`config.mk`:
```
export PLATFORM = sky130hd
export DESIGN_NAME = mbmae_exec
export DESIGN_NICKNAME = d
export VERILOG_FILES = /design/src/mbmae_exec.v
export VERILOG_INCLUDE_DIRS = /design/src
export SDC_FILE = /design/constraint.sdc
export NUM_CORES = 1
export LEC_CHECK = 0
export ABC_AREA = 1
export BUFFER_PORTS_ARGS = -buffer_cell sky130_fd_sc_hd__clkbuf_2
export CAP_MARGIN = 30
export CORE_UTILIZATION = 59
export DETAILED_ROUTE_END_ITERATION = 10
export HOLD_SLACK_MARGIN = 0.05
export PLACE_DENSITY_LB_ADDON = 0.15
export SYNTH_ARGS = -nofsm -noshare
export SYNTH_HDL_FRONTEND = slang
export SYNTH_SLANG_ARGS = --single-unit
```
`constraint.sdc`:
```
create_clock -name clk -period 10.3 [get_ports clk]
set_input_delay 2.06 -clock clk [delete_from_list [all_inputs] [get_ports clk]]
set_output_delay 2.06 -clock clk [all_outputs]
set_load 0.005 [all_outputs]
```
`src/mbmae_defines.vh`:
```
// constants for the branch, misc and add execution unit: opcodes, states, timing, addresses
// assumes an outside decoder that turns instruction words into the opcode classes below
// Behaviour
// - zero-test skips take one cycle, keep flags, skip on zero; acc form always loads
// - bit-test skips pick bit 0..7; one skips on zero, other on one; flags kept
// - a taken skip adds one instruction cycle of four clocks
// - writing the program counter low byte adds one instruction cycle
// - inc/dec-and-skip write memory back, skip on zero result, with both penalties
// - inc/dec-and-skip to accumulator, skip on zero, flags kept, skip penalty only
// - call and every return form take two cycles and keep flags
// - table read: two cycles, low byte to memory, high byte to table high register
// - table address from both pointers, or current page, or last page, by option
// - nibble swap in place or to accumulator, one cycle, flags kept
// - watchdog cleared with its flags only once both preclear instructions have run
// - power-down and single watchdog clear take one cycle and update both flags
// - add with carry to accumulator, flags ov z ac c updated
// - add with carry to memory, flags ov z ac c updated
// - add memory to accumulator without carry, flags updated
// - add immediate to accumulator, flags updated
// - add accumulator to memory without carry, flags updated
// - call pushes next address then loads target
// - power-down stops execution, clears watchdog, sets power-down flag, clears timeout
// - single watchdog clear zeroes watchdog and clears both flags
// - jump loads the encoded address into the program counter
`ifndef MBMAE_DEFINES_VH
`define MBMAE_DEFINES_VH
`define MBMAE_OP_NOP 5'h00
`define MBMAE_OP_JMP 5'h01
`define MBMAE_OP_SZ 5'h02
`define MBMAE_OP_SZA 5'h03
`define MBMAE_OP_SZ_BIT 5'h04
`define MBMAE_OP_SNZ_BIT 5'h05
`define MBMAE_OP_SIZ 5'h06
`define MBMAE_OP_SDZ 5'h07
`define MBMAE_OP_INC_SKIP_ZERO_TO_ACC 5'h08
`define MBMAE_OP_DEC_SKIP_ZERO_TO_ACC 5'h09
`define MBMAE_OP_CALL 5'h0a
`define MBMAE_OP_RET 5'h0b
`define MBMAE_OP_RET_IMM 5'h0c
`define MBMAE_OP_INTERRUPT_RETURN 5'h0d
`define MBMAE_OP_TAB_CUR 5'h0e
`define MBMAE_OP_TAB_LAST 5'h0f
`define MBMAE_OP_SWAP 5'h10
`define MBMAE_OP_NIBBLE_SWAP_TO_ACC 5'h11
`define MBMAE_OP_CLR_WDT 5'h12
`define MBMAE_OP_WDT_PRE_A 5'h13
`define MBMAE_OP_WDT_PRE_B 5'h14
`define MBMAE_OP_HALT 5'h15
`define MBMAE_OP_ADC 5'h16
`define MBMAE_OP_ADD_CARRY_TO_MEM 5'h17
`define MBMAE_OP_ADD 5'h18
`define MBMAE_OP_ADDI 5'h19
`define MBMAE_OP_ADD_TO_MEM 5'h1a
`define MBMAE_ST_IDLE 2'h0
`define MBMAE_ST_RUN 2'h1
`define MBMAE_ST_HALT 2'h2
`define MBMAE_CLK_PER_CYC 4'h4
`define MBMAE_CNT_RD 4'h1
`define MBMAE_CNT_EXEC 4'h2
`define MBMAE_CNT_TAB 4'h4
`define MBMAE_PCL_ADDR 8'h06
`define MBMAE_LAST_PAGE 5'h1f
`define MBMAE_PC_RESET 13'h0000
`endif

```
`src/mbmae_exec.v`:
```
// execution unit for jumps, skips, calls, returns, table reads, swap, watchdog clear, halt and adds
// assumes single-cycle memories: read data is valid the clock after the read strobe,
// and all inputs come from logic on clk
`timescale 1ns/10ps
`include "mbmae_defines.vh"
module mbmae_exec (
  input wire clk,
  input wire arst_n,
  input wire instr_valid,
  output wire instr_ready,
  input wire [4:0] instr_op,
  input wire [7:0] instr_addr,
  input wire [2:0] instr_bit,
  input wire [7:0] instr_imm,
  input wire [12:0] instr_target,
  output reg instr_done,
  output reg instr_skip,
  output reg [12:0] pc_reg,
  output reg [7:0] acc_reg,
  output reg carry_flag,
  output reg aux_carry_flag,
  output reg zero_flag,
  output reg overflow_flag,
  output reg watchdog_timeout_flag,
  output reg powerdown_flag,
  output reg [7:0] table_high_byte_reg,
  input wire [7:0] table_pointer_low,
  input wire [7:0] table_pointer_high,
  input wire table_ptr_high_en,
  input wire watchdog_timeout,
  output reg watchdog_clear,
  output wire halted,
  input wire wake_up,
  output reg interrupt_return,
  output reg [7:0] mem_addr,
  output reg mem_rd_en,
  input wire [7:0] mem_rd_data,
  output reg mem_wr_en,
  output reg [7:0] mem_wr_data,
  output reg [12:0] prog_addr,
  output reg prog_rd_en,
  input wire [15:0] prog_rd_data,
  output reg stack_push,
  output reg [12:0] stack_push_data,
  output reg stack_pop,
  input wire [12:0] stack_top
);

  reg [1:0] state_reg, total_reg;
  reg [3:0] cnt_reg;
  reg [4:0] op_reg;
  reg [7:0] addr_reg, imm_reg, pcl_val_reg;
  reg [2:0] bit_reg;
  reg [12:0] target_reg;
  reg skip_reg, pcl_load_reg, pre_a_reg, pre_b_reg;

  // combinational results of the execute step
  reg [7:0] res;
  reg [1:0] base_cycles;
  reg wr_mem, wr_acc, skip, add_flags, uses_mem;

  wire running = (state_reg == `MBMAE_ST_RUN);
  wire accept = instr_valid & instr_ready;
  wire at_exec = running & (cnt_reg == `MBMAE_CNT_EXEC);
  wire at_tab = running & (cnt_reg == `MBMAE_CNT_TAB);
  wire [3:0] end_cnt = {total_reg, 2'b00} - 4'h1;
  wire at_end = running & (cnt_reg == end_cnt) & (cnt_reg > `MBMAE_CNT_EXEC);
  wire dst_pcl = (addr_reg == `MBMAE_PCL_ADDR);
  wire is_table = (op_reg == `MBMAE_OP_TAB_CUR) | (op_reg == `MBMAE_OP_TAB_LAST);

  assign instr_ready = (state_reg == `MBMAE_ST_IDLE);
  assign halted = (state_reg == `MBMAE_ST_HALT);

  // the low program counter byte lives in data space, so reads of it come from the counter
  wire [7:0] rd = dst_pcl ? pc_reg[7:0] : mem_rd_data;
  wire [7:0] inc_val = rd + 8'h01;
  wire [7:0] dec_val = rd - 8'h01;
  wire [7:0] swap_val = {rd[3:0], rd[7:4]};

  // adder with nibble split so aux carry falls out of the low half
  wire add_cin = ((op_reg == `MBMAE_OP_ADC) | (op_reg == `MBMAE_OP_ADD_CARRY_TO_MEM)) & carry_flag;
  wire [7:0] add_b = (op_reg == `MBMAE_OP_ADDI) ? imm_reg : rd;
  wire [4:0] add_lo = {1'b0, acc_reg[3:0]} + {1'b0, add_b[3:0]} + {4'h0, add_cin};
  wire [4:0] add_hi = {1'b0, acc_reg[7:4]} + {1'b0, add_b[7:4]} + {4'h0, add_lo[4]};
  wire [7:0] add_sum = {add_hi[3:0], add_lo[3:0]};
  wire add_ov = (acc_reg[7] == add_b[7]) & (add_sum[7] != acc_reg[7]);

  // cycle count of each class before penalties
  always @* begin
    base_cycles = 2'h1;
    uses_mem = 1'b0;
    case (instr_op)
      `MBMAE_OP_JMP, `MBMAE_OP_CALL, `MBMAE_OP_RET, `MBMAE_OP_RET_IMM, `MBMAE_OP_INTERRUPT_RETURN, `MBMAE_OP_TAB_CUR,
      `MBMAE_OP_TAB_LAST: begin
        base_cycles = 2'h2;
      end
      `MBMAE_OP_SZ, `MBMAE_OP_SZA, `MBMAE_OP_SZ_BIT, `MBMAE_OP_SNZ_BIT, `MBMAE_OP_SIZ, `MBMAE_OP_SDZ,
      `MBMAE_OP_INC_SKIP_ZERO_TO_ACC, `MBMAE_OP_DEC_SKIP_ZERO_TO_ACC, `MBMAE_OP_SWAP, `MBMAE_OP_NIBBLE_SWAP_TO_ACC, `MBMAE_OP_ADC, `MBMAE_OP_ADD_CARRY_TO_MEM,
      `MBMAE_OP_ADD, `MBMAE_OP_ADD_TO_MEM: begin
        uses_mem = 1'b1;
      end
      default: begin
        base_cycles = 2'h1;
      end
    endcase
  end

  // execute step: result, destination and skip decision
  always @* begin
    res = 8'h00;
    wr_mem = 1'b0;
    wr_acc = 1'b0;
    skip = 1'b0;
    add_flags = 1'b0;
    case (op_reg)
      `MBMAE_OP_SZ: begin
        skip = (rd == 8'h00);
      end
      `MBMAE_OP_SZA: begin
        res = rd;
        wr_acc = 1'b1;
        skip = (rd == 8'h00);
      end
      `MBMAE_OP_SZ_BIT, `MBMAE_OP_SNZ_BIT: begin
        // one form skips on a clear bit, the other on a set bit
        skip = rd[bit_reg] ^ (op_reg == `MBMAE_OP_SZ_BIT);
      end
      `MBMAE_OP_SIZ, `MBMAE_OP_SDZ: begin
        res = (op_reg == `MBMAE_OP_SIZ) ? inc_val : dec_val;
        wr_mem = 1'b1;
        skip = (res == 8'h00);
      end
      `MBMAE_OP_INC_SKIP_ZERO_TO_ACC, `MBMAE_OP_DEC_SKIP_ZERO_TO_ACC: begin
        res = (op_reg == `MBMAE_OP_INC_SKIP_ZERO_TO_ACC) ? inc_val : dec_val;
        wr_acc = 1'b1;
        skip = (res == 8'h00);
      end
      `MBMAE_OP_RET_IMM: begin
        res = imm_reg;
        wr_acc = 1'b1;
      end
      `MBMAE_OP_SWAP, `MBMAE_OP_NIBBLE_SWAP_TO_ACC: begin
        res = swap_val;
        wr_mem = (op_reg == `MBMAE_OP_SWAP);
        wr_acc = (op_reg == `MBMAE_OP_NIBBLE_SWAP_TO_ACC);
      end
      `MBMAE_OP_ADC, `MBMAE_OP_ADD, `MBMAE_OP_ADDI, `MBMAE_OP_ADD_CARRY_TO_MEM, `MBMAE_OP_ADD_TO_MEM: begin
        res = add_sum;
        wr_mem = (op_reg == `MBMAE_OP_ADD_CARRY_TO_MEM) | (op_reg == `MBMAE_OP_ADD_TO_MEM);
        wr_acc = ~wr_mem;
        add_flags = 1'b1;
      end
      default: begin
        res = 8'h00;
      end
    endcase
  end

  // sequencer: four clocks per instruction cycle, penalties decided at the execute step
  always @(posedge clk or negedge arst_n) begin
    if (!arst_n) begin
      state_reg <= `MBMAE_ST_IDLE;
      cnt_reg <= 4'h0;
      total_reg <= 2'h1;
      op_reg <= `MBMAE_OP_NOP;
      addr_reg <= 8'h00;
      bit_reg <= 3'h0;
      imm_reg <= 8'h00;
      target_reg <= 13'h0000;
    end else begin
      case (state_reg)
        `MBMAE_ST_IDLE: begin
          cnt_reg <= 4'h0;
          if (accept) begin
            state_reg <= `MBMAE_ST_RUN;
            cnt_reg <= `MBMAE_CNT_RD;
            total_reg <= base_cycles;
            op_reg <= instr_op;
            addr_reg <= instr_addr;
            bit_reg <= instr_bit;
            imm_reg <= instr_imm;
            target_reg <= instr_target;
          end
        end
        `MBMAE_ST_RUN: begin
          cnt_reg <= cnt_reg + 4'h1;
          if (at_exec) begin
            // skip and program-counter-low penalties are whole extra cycles
            total_reg <= total_reg + {1'b0, skip} + {1'b0, (wr_mem | is_table) & dst_pcl};
          end
          if (at_end) begin
            cnt_reg <= 4'h0;
            state_reg <= (op_reg == `MBMAE_OP_HALT) ? `MBMAE_ST_HALT : `MBMAE_ST_IDLE;
          end
        end
        `MBMAE_ST_HALT: begin
          // execution stays stopped until an outside wake-up
          state_reg <= wake_up ? `MBMAE_ST_IDLE : `MBMAE_ST_HALT;
        end
        default: begin
          state_reg <= `MBMAE_ST_IDLE;
        end
      endcase
    end
  end

  // accumulator, arithmetic flags and the pending program counter low load
  always @(posedge clk or negedge arst_n) begin
    if (!arst_n) begin
      acc_reg <= 8'h00;
      carry_flag <= 1'b0;
      aux_carry_flag <= 1'b0;
      zero_flag <= 1'b0;
      overflow_flag <= 1'b0;
      skip_reg <= 1'b0;
      pcl_load_reg <= 1'b0;
      pcl_val_reg <= 8'h00;
      table_high_byte_reg <= 8'h00;
    end else begin
      if (accept) begin
        skip_reg <= 1'b0;
        pcl_load_reg <= 1'b0;
      end
      if (at_exec) begin
        skip_reg <= skip;
        if (wr_acc) begin
          acc_reg <= res;
        end
        if (wr_mem & dst_pcl) begin
          pcl_load_reg <= 1'b1;
          pcl_val_reg <= res;
        end
        if (add_flags) begin
          carry_flag <= add_hi[4];
          aux_carry_flag <= add_lo[4];
          zero_flag <= (add_sum == 8'h00);
          overflow_flag <= add_ov;
        end
      end
      if (at_tab & is_table) begin
        table_high_byte_reg <= prog_rd_data[15:8];
        if (dst_pcl) begin
          pcl_load_reg <= 1'b1;
          pcl_val_reg <= prog_rd_data[7:0];
        end
      end
    end
  end

  // timeout and power-down flags; a timeout in the clearing cycle still sets its flag
  always @(posedge clk or negedge arst_n) begin
    if (!arst_n) begin
      watchdog_timeout_flag <= 1'b0;
      powerdown_flag <= 1'b0;
      watchdog_clear <= 1'b0;
      pre_a_reg <= 1'b0;
      pre_b_reg <= 1'b0;
    end else begin
      watchdog_clear <= 1'b0;
      if (at_exec) begin
        case (op_reg)
          `MBMAE_OP_CLR_WDT, `MBMAE_OP_HALT: begin
            // power-down raises its flag, a plain clear drops it
            watchdog_clear <= 1'b1;
            powerdown_flag <= (op_reg == `MBMAE_OP_HALT);
            watchdog_timeout_flag <= 1'b0;
          end
          `MBMAE_OP_WDT_PRE_A, `MBMAE_OP_WDT_PRE_B: begin
            // the pair completes only when the other preclear is already pending
            if ((op_reg == `MBMAE_OP_WDT_PRE_A) ? pre_b_reg : pre_a_reg) begin
              watchdog_clear <= 1'b1;
              powerdown_flag <= 1'b0;
              watchdog_timeout_flag <= 1'b0;
              pre_a_reg <= 1'b0;
              pre_b_reg <= 1'b0;
            end else if (op_reg == `MBMAE_OP_WDT_PRE_A) begin
              pre_a_reg <= 1'b1;
            end else begin
              pre_b_reg <= 1'b1;
            end
          end
          default: begin
            pre_a_reg <= pre_a_reg;
          end
        endcase
      end
      if (watchdog_timeout) begin
        watchdog_timeout_flag <= 1'b1;
      end
    end
  end

  // memory, program memory and stack strobes, all registered
  always @(posedge clk or negedge arst_n) begin
    if (!arst_n) begin
      mem_addr <= 8'h00;
      mem_rd_en <= 1'b0;
      mem_wr_en <= 1'b0;
      mem_wr_data <= 8'h00;
      prog_addr <= 13'h0000;
      prog_rd_en <= 1'b0;
      stack_push <= 1'b0;
      stack_push_data <= 13'h0000;
      stack_pop <= 1'b0;
    end else begin
      mem_rd_en <= accept & uses_mem;
      mem_wr_en <= 1'b0;
      prog_rd_en <= 1'b0;
      stack_push <= 1'b0;
      stack_pop <= 1'b0;
      if (accept) begin
        mem_addr <= instr_addr;
      end
      if (at_exec) begin
        if (wr_mem & ~dst_pcl) begin
          mem_wr_en <= 1'b1;
          mem_wr_data <= res;
        end
        if (op_reg == `MBMAE_OP_CALL) begin
          stack_push <= 1'b1;
          stack_push_data <= pc_reg + 13'h0001;
        end
        if ((op_reg == `MBMAE_OP_RET) | (op_reg == `MBMAE_OP_RET_IMM) | (op_reg == `MBMAE_OP_INTERRUPT_RETURN)) begin
          stack_pop <= 1'b1;
        end
        if (is_table) begin
          prog_rd_en <= 1'b1;
          // the pointer option picks the page source for the current-page form
          prog_addr <= (op_reg == `MBMAE_OP_TAB_LAST) ? {`MBMAE_LAST_PAGE, table_pointer_low} :
                       table_ptr_high_en ? {table_pointer_high[4:0], table_pointer_low} :
                       {pc_reg[12:8], table_pointer_low};
        end
      end
      if (at_tab & is_table & ~dst_pcl) begin
        mem_wr_en <= 1'b1;
        mem_wr_data <= prog_rd_data[7:0];
      end
    end
  end

  // program counter moves at the last clock; a low-byte load wins over a skip
  always @(posedge clk or negedge arst_n) begin
    if (!arst_n) begin
      pc_reg <= `MBMAE_PC_RESET;
      instr_done <= 1'b0;
      instr_skip <= 1'b0;
      interrupt_return <= 1'b0;
    end else begin
      instr_done <= at_end;
      instr_skip <= at_end & skip_reg;
      interrupt_return <= at_end & (op_reg == `MBMAE_OP_INTERRUPT_RETURN);
      if (at_end) begin
        case (op_reg)
          `MBMAE_OP_JMP, `MBMAE_OP_CALL: begin
            pc_reg <= target_reg;
          end
          `MBMAE_OP_RET, `MBMAE_OP_RET_IMM, `MBMAE_OP_INTERRUPT_RETURN: begin
            pc_reg <= stack_top;
          end
          default: begin
            if (pcl_load_reg) begin
              pc_reg <= {pc_reg[12:8], pcl_val_reg};
            end else begin
              pc_reg <= pc_reg + {12'h000, 1'b1} + {12'h000, skip_reg};
            end
          end
        endcase
      end
    end
  end

endmodule // mbmae_exec

```
== After elaboration in Yosys (flattened, before gate mapping) ==
Cells that the tools add are included.
Operators by class
  add/sub/neg operators: 12
  magnitude comparators: 2
  equality and inequality tests: 62
  muxes and demuxes: 64
  bitwise gates (word level): 24
  reductions and logical operators: 39
Operators with widths (count)
  $mux W8: 11
  $eq A5 B5 Y1 const B: 17
  $eq A5 B4 Y1 const B: 16
  $pmux W8 S6: 1
  $eq A5 B3 Y1 const B: 8
  $mux W13: 3
  $logic_not A8 Y1: 4
  $mux W1: 30
  $pmux W13 S2: 1
  $eq A5 B2 Y1 const B: 4
  $reduce_and A2 Y1: 8
  $reduce_or A2 Y1: 8
  $and A1 B1 Y1: 15
  $reduce_and A3 Y1: 5
  $mux W2: 7
  $reduce_bool A2 Y1: 7
  $reduce_or A14 Y1: 1
  $add A13 B1 Y13: 1
  $add A13 B1 Y13 const B: 1
  $add A4 B4 Y5: 2
  $add A5 B1 Y5: 2
  $eq A5 B1 Y1 const B: 2
  $add A8 B1 Y8 const B: 1
  $eq A8 B3 Y1 const B: 1
  other kinds (34): 47
Storage, ports and cells
  bits in registers: 143
  input port bits: 96
  output and inout port bits: 88
  word-level logic and storage cells: 239

== Depth between registers and ports, before layout ==
  depth in word-level cells: 11
  depth in mapped cells: 23

== Least setup slack after synthesis ==
Ideal clock, no wire load.
  path kind: input to register
  start point: input port mem_rd_data[0]
  end point: register with a tool-made name
  setup time: 0.117 ns
  data arrival time: 4.879 ns
  data required time: 10.183 ns
  setup slack: 5.304 ns
  cell stages on the path: 19
  path buffers: 0
  cell sequence: inv_1 -> nand2_1 -> nand2_2 -> o21ai_0 -> fa_1 -> fa_1 -> nand2_1 -> nand2_1 -> a21oi_1 -> fa_1 -> inv_1 -> fa_1 -> xor2_1 -> nand2_1 -> o211ai_1 -> a21oi_1 -> o211ai_2 -> nor2_1 -> nor2_1
RTL lines
  from (decl): RTL line mbmae_exec.v:37  | input wire [7:0] mem_rd_data,

== Worst setup path after layout ==
  start point: input port mem_rd_data[0]
  end point: register mem_wr_data[6]
On the way
  cells in the longest elaborated chain, start to end: 9
  elaborated cells between the ends (all ways): 13
  those cells by class: 5 x add/sub; 8 x mux
RTL lines
  $mux W8 (*): RTL line mbmae_exec.v:75  | wire [7:0] rd = dst_pcl ? pc_reg[7:0] : mem_rd_data;
  $mux W8: RTL line mbmae_exec.v:82  | wire [7:0] add_b = (op_reg == `MBMAE_OP_ADDI) ? imm_reg : rd;
  $add A4 B4 Y5: RTL line mbmae_exec.v:83  | wire [4:0] add_lo = {1'b0, acc_reg[3:0]} + {1'b0, add_b[3:0]} + {4'h0, add_cin};
  $add A5 B1 Y5: RTL line mbmae_exec.v:83
  $add A5 B1 Y5: RTL line mbmae_exec.v:84  | wire [4:0] add_hi = {1'b0, acc_reg[7:4]} + {1'b0, add_b[7:4]} + {4'h0, add_lo[4]};
  $pmux W8 S6 (*): RTL line mbmae_exec.v:115  | case (op_reg)
  $mux W8 (*): RTL line mbmae_exec.v:315  | if (wr_mem & ~dst_pcl) begin
  $mux W8 (*): RTL line mbmae_exec.v:314  | if (at_exec) begin
  $mux W8 (*): RTL line mbmae_exec.v:334  | if (at_tab & is_table & ~dst_pcl) begin
  to (signal assigned): RTL line mbmae_exec.v:317  | mem_wr_data <= res;
  to (signal assigned): RTL line mbmae_exec.v:336  | mem_wr_data <= prog_rd_data[7:0];
  to (decl): RTL line mbmae_exec.v:39  | output reg [7:0] mem_wr_data,
Mark *: on every way between the ends. The rest lies on a longest branch, timed or not. The select of a mux whose other input is x is not followed.
A chain may end at the register's enable or synchronous reset.

==> metrics.txt <==
Place WS between 4 and 5 ns; worst min-delay path category reg -> reg; Ys Warns 0; Min-Delay Path Depth 2; first-pass GRT wire length 37400 um; Synth Flop Type dfrtp_1; Overflow after GRT 0; Core Rows 42; EDFF count, synth 0; CP Capture Type flip-flop; Critical Path Fanout Max 10; clk sinks 135; GRT Resource Usage Total 0.3443; Setup-failing EPs final 0; WP data arrival roughly 5.6 ns; minimum clock period 5.296 ns; Yosys cell types 56; post-synthesis sequential area ratio 0.4195; total core area 13300 um2; ant diodes 0; fillers approximately 1100; r2r startpoint op_reg[0]$_DFFE_PN0P_; Num CTS Buffers 17; RSZ-0062 raised after global routing no; num ports about 180; Layout Area Growth over Synthesis 20.89%; Leak Pwr approximately 0.0050 uW; vias about 8000; setup_tns 0 ns; Worst EP required 10.62 ns; WL final 23140 um; Worst-Margin Slew 0.8752 ns; detailed placement HPWL 17270 um; max-cap viol count 0; vias in the first global route 7523; clk root buf clkbuf_16; hold_ws 0.4678 ns; pin count of the biggest net entering global routing 79; post-CTS setup buffer count 0; initial core utilization 0.6059; hold buffer count at cts 0; Reg2Reg Setup Slack approximately 5.3 ns; fmax 188.8 MHz; Port Buffers 180; Post-DP Area 9092 um2; CTS tree built; final hold vios 0; initial drt markers 700; max-slew violation count 0; Clk Latency, worst-skew pair 0.43 ns; # DRC 0; Die Y 118.8 um; critical path startpoint category primary input; vias per inst 5.638; Worst Hold End prog_addr[7]$_DFFE_PN0P_; Worst Reg-to-Reg Cells 20; Yosys reg bits 135; Syn Nets approximately 1200; layout net count 1343; H-tree levels 4; run status finished clean; antenna-violating nets left 0; Synth Instances 1047; sequential cell area 3379 um2; synth top area cells dfrtp_1, nand2_1, nand3_1; relative slew slack 0.4144; CTS resizes 0; Avg Cell Area, Syn 7.694 um2; critical path class in -> reg; CTS max path bufs 2; Routed WL per cell 16.33 um; Final GP Congestion 0.9660; design area approximately 9700 um2; multi-input logic area just over 4000 um2; Post-Syn Area between 8000 and 9000 um2; final worst-path cycle share 0.5142; R2R Path End mem_wr_data[6]$_DFFE_PN0P_; clk_skew 0.01129 ns; Die Area 14120 um2; Reg clk slew, reported paths 0.06 ns; min-delay src prog_addr[7]$_DFFE_PN0P_; Post-synth ARST share 1.000; Detailed Routing Iterations Pass 1 7; die width 118.8 um; Power Dens Cells 273.6 nW/um2; share of layout cells above drive strength 1 0.2401; peak supply drop 178.0 uV; largest area contributor in the netlist dfrtp_1; top cell type's share of synthesized area 0.4163; initial antenna violation count 0; post-route setup slack 5.004 ns
## final cells by class
class | instances | area share
Clock inverter | 10 | 0.01478
Clock buffer | 22 | 0.04870
Tap cell | 176 | 0.02261
Inverter | 121 | 0.04690
Sequential cell | 135 | 0.3470
Timing Repair Buffer | 184 | 0.09829
Multi-Input combinational cell | 769 | 0.4217
## routing by layer
metal	vias to the layer above	share of wire	GRT usage
met2	391	0.45	0.5289
met3	57	0.083	0.07136
met4	0	0.037	0.1622
met5	-	0	0
met1	3725	0.43	0.4679
li1	3816	-	-
## stage by stage
step | power, uW | std cells | util
after CTS | 2648 | 1416 | 0.7304
after floorplan | 1616 | 1047 | -
after global placement | 1971 | 1384 | 0.6839
after global routing | 2850 | 1417 | 0.7324
after detailed placement | 2001 | 1384 | 0.6839
final | 2665 | 1417 | 0.7324
## cell usage after synthesis (7+ instances only)
| library cell | count |
|---|---|
| a32oi_1 | 7 |
| ha_1 | 14 |
| a221oi_1 | 14 |
| dfrtp_1 | 134 |
| nor2_2 | 10 |
| nand3_2 | 7 |
| a22oi_1 | 9 |
| nand2_1 | 324 |
| o211ai_1 | 8 |
| nor2_1 | 72 |
| nor2_4 | 11 |
| clkbuf_1 | 13 |
| xor2_1 | 17 |
| nand2_2 | 14 |
| a21oi_1 | 30 |
| nand4_1 | 9 |
| inv_2 | 17 |
| nand3_1 | 80 |
| o21ai_0 | 68 |
| inv_1 | 101 |
| o22ai_1 | 10 |
## how the worst max path moves through the flow
stage | startpoint | slack [ns] | depth (start not counted) | endpoint
6_report | mem_rd_data[0] | 5.00 | 20 | mem_wr_data[6]$_DFFE_PN0P_
5_1_grt | mem_rd_data[0] | 4.75 | 20 | mem_wr_data[6]$_DFFE_PN0P_
4_1_cts | mem_rd_data[0] | 5.10 | 20 | mem_wr_data[6]$_DFFE_PN0P_
3_5_place_dp | mem_rd_data[0] | 4.71 | 20 | mem_wr_data[6]$_DFFE_PN0P_
3_3_place_gp | mem_rd_data[0] | 4.73 | 20 | mem_wr_data[6]$_DFFE_PN0P_
2_1_floorplan | mem_rd_data[0] | 5.30 | 19 | flip-flop
## layout by cell type (no fill, tap or decap), types with 4 or more instances in the layout
master       n
nor2_1      72
o22ai_1     10
a221oi_1    14
nand3_2      7
xnor2_1      4
nand2_1    324
nand2_4      6
a21oi_1     30
o211ai_1     8
a22oi_1      9
nand2_2     14
inv_1      101
clkbuf_16   17
nand4_1      9
nand3_1     80
nor3_1       5
ha_1        14
xor2_1      17
o21ai_1      6
nor4_1       4
nor2_2      10
fa_1         5
a31oi_1      5
dfrtp_1    134
a32oi_1      7
inv_2       17
nor2_4      11
o21ai_0     68
clkbuf_2   179
## worst max-delay path, cell delays in order
cell	delay, ns
clkbuf_2	0.08
inv_1	0.04
nand2_1	0.06
nand2_2	0.23
o21ai_0	0.18
fa_1	0.48
fa_1	0.42
nand2_1	0.08
nand2_1	0.04
a21oi_1	0.22
fa_1	0.22
inv_1	0.06
fa_1	0.40
xor2_1	0.21
nand2_1	0.08
o211ai_1	0.10
a21oi_1	0.26
o211ai_2	0.20
nor2_1	0.13
nor2_1	0.06
## cell families (layout without fill, tap and decap cells)
family                     Yosys count  in the layout  share of synthesized area
xor gates and xnor gates            21             21                    0.02283
DFF                                135            135                     0.4195
AOI/OAI and AO/OA                  175            175                     0.1376
adders and majority gates           19             19                    0.03417
buffers and inverters              143            337                    0.07067
and+or+nand+nor                    554            554                     0.3152
## power breakdown
group | switching, uW | total [uW] | internal [uW]
registers | 171 | 889 | 718
logic | 737 | 1140 | 401
clock network | 237 | 638 | 401
No activity file was read; power rests on OpenSTA's default activity.
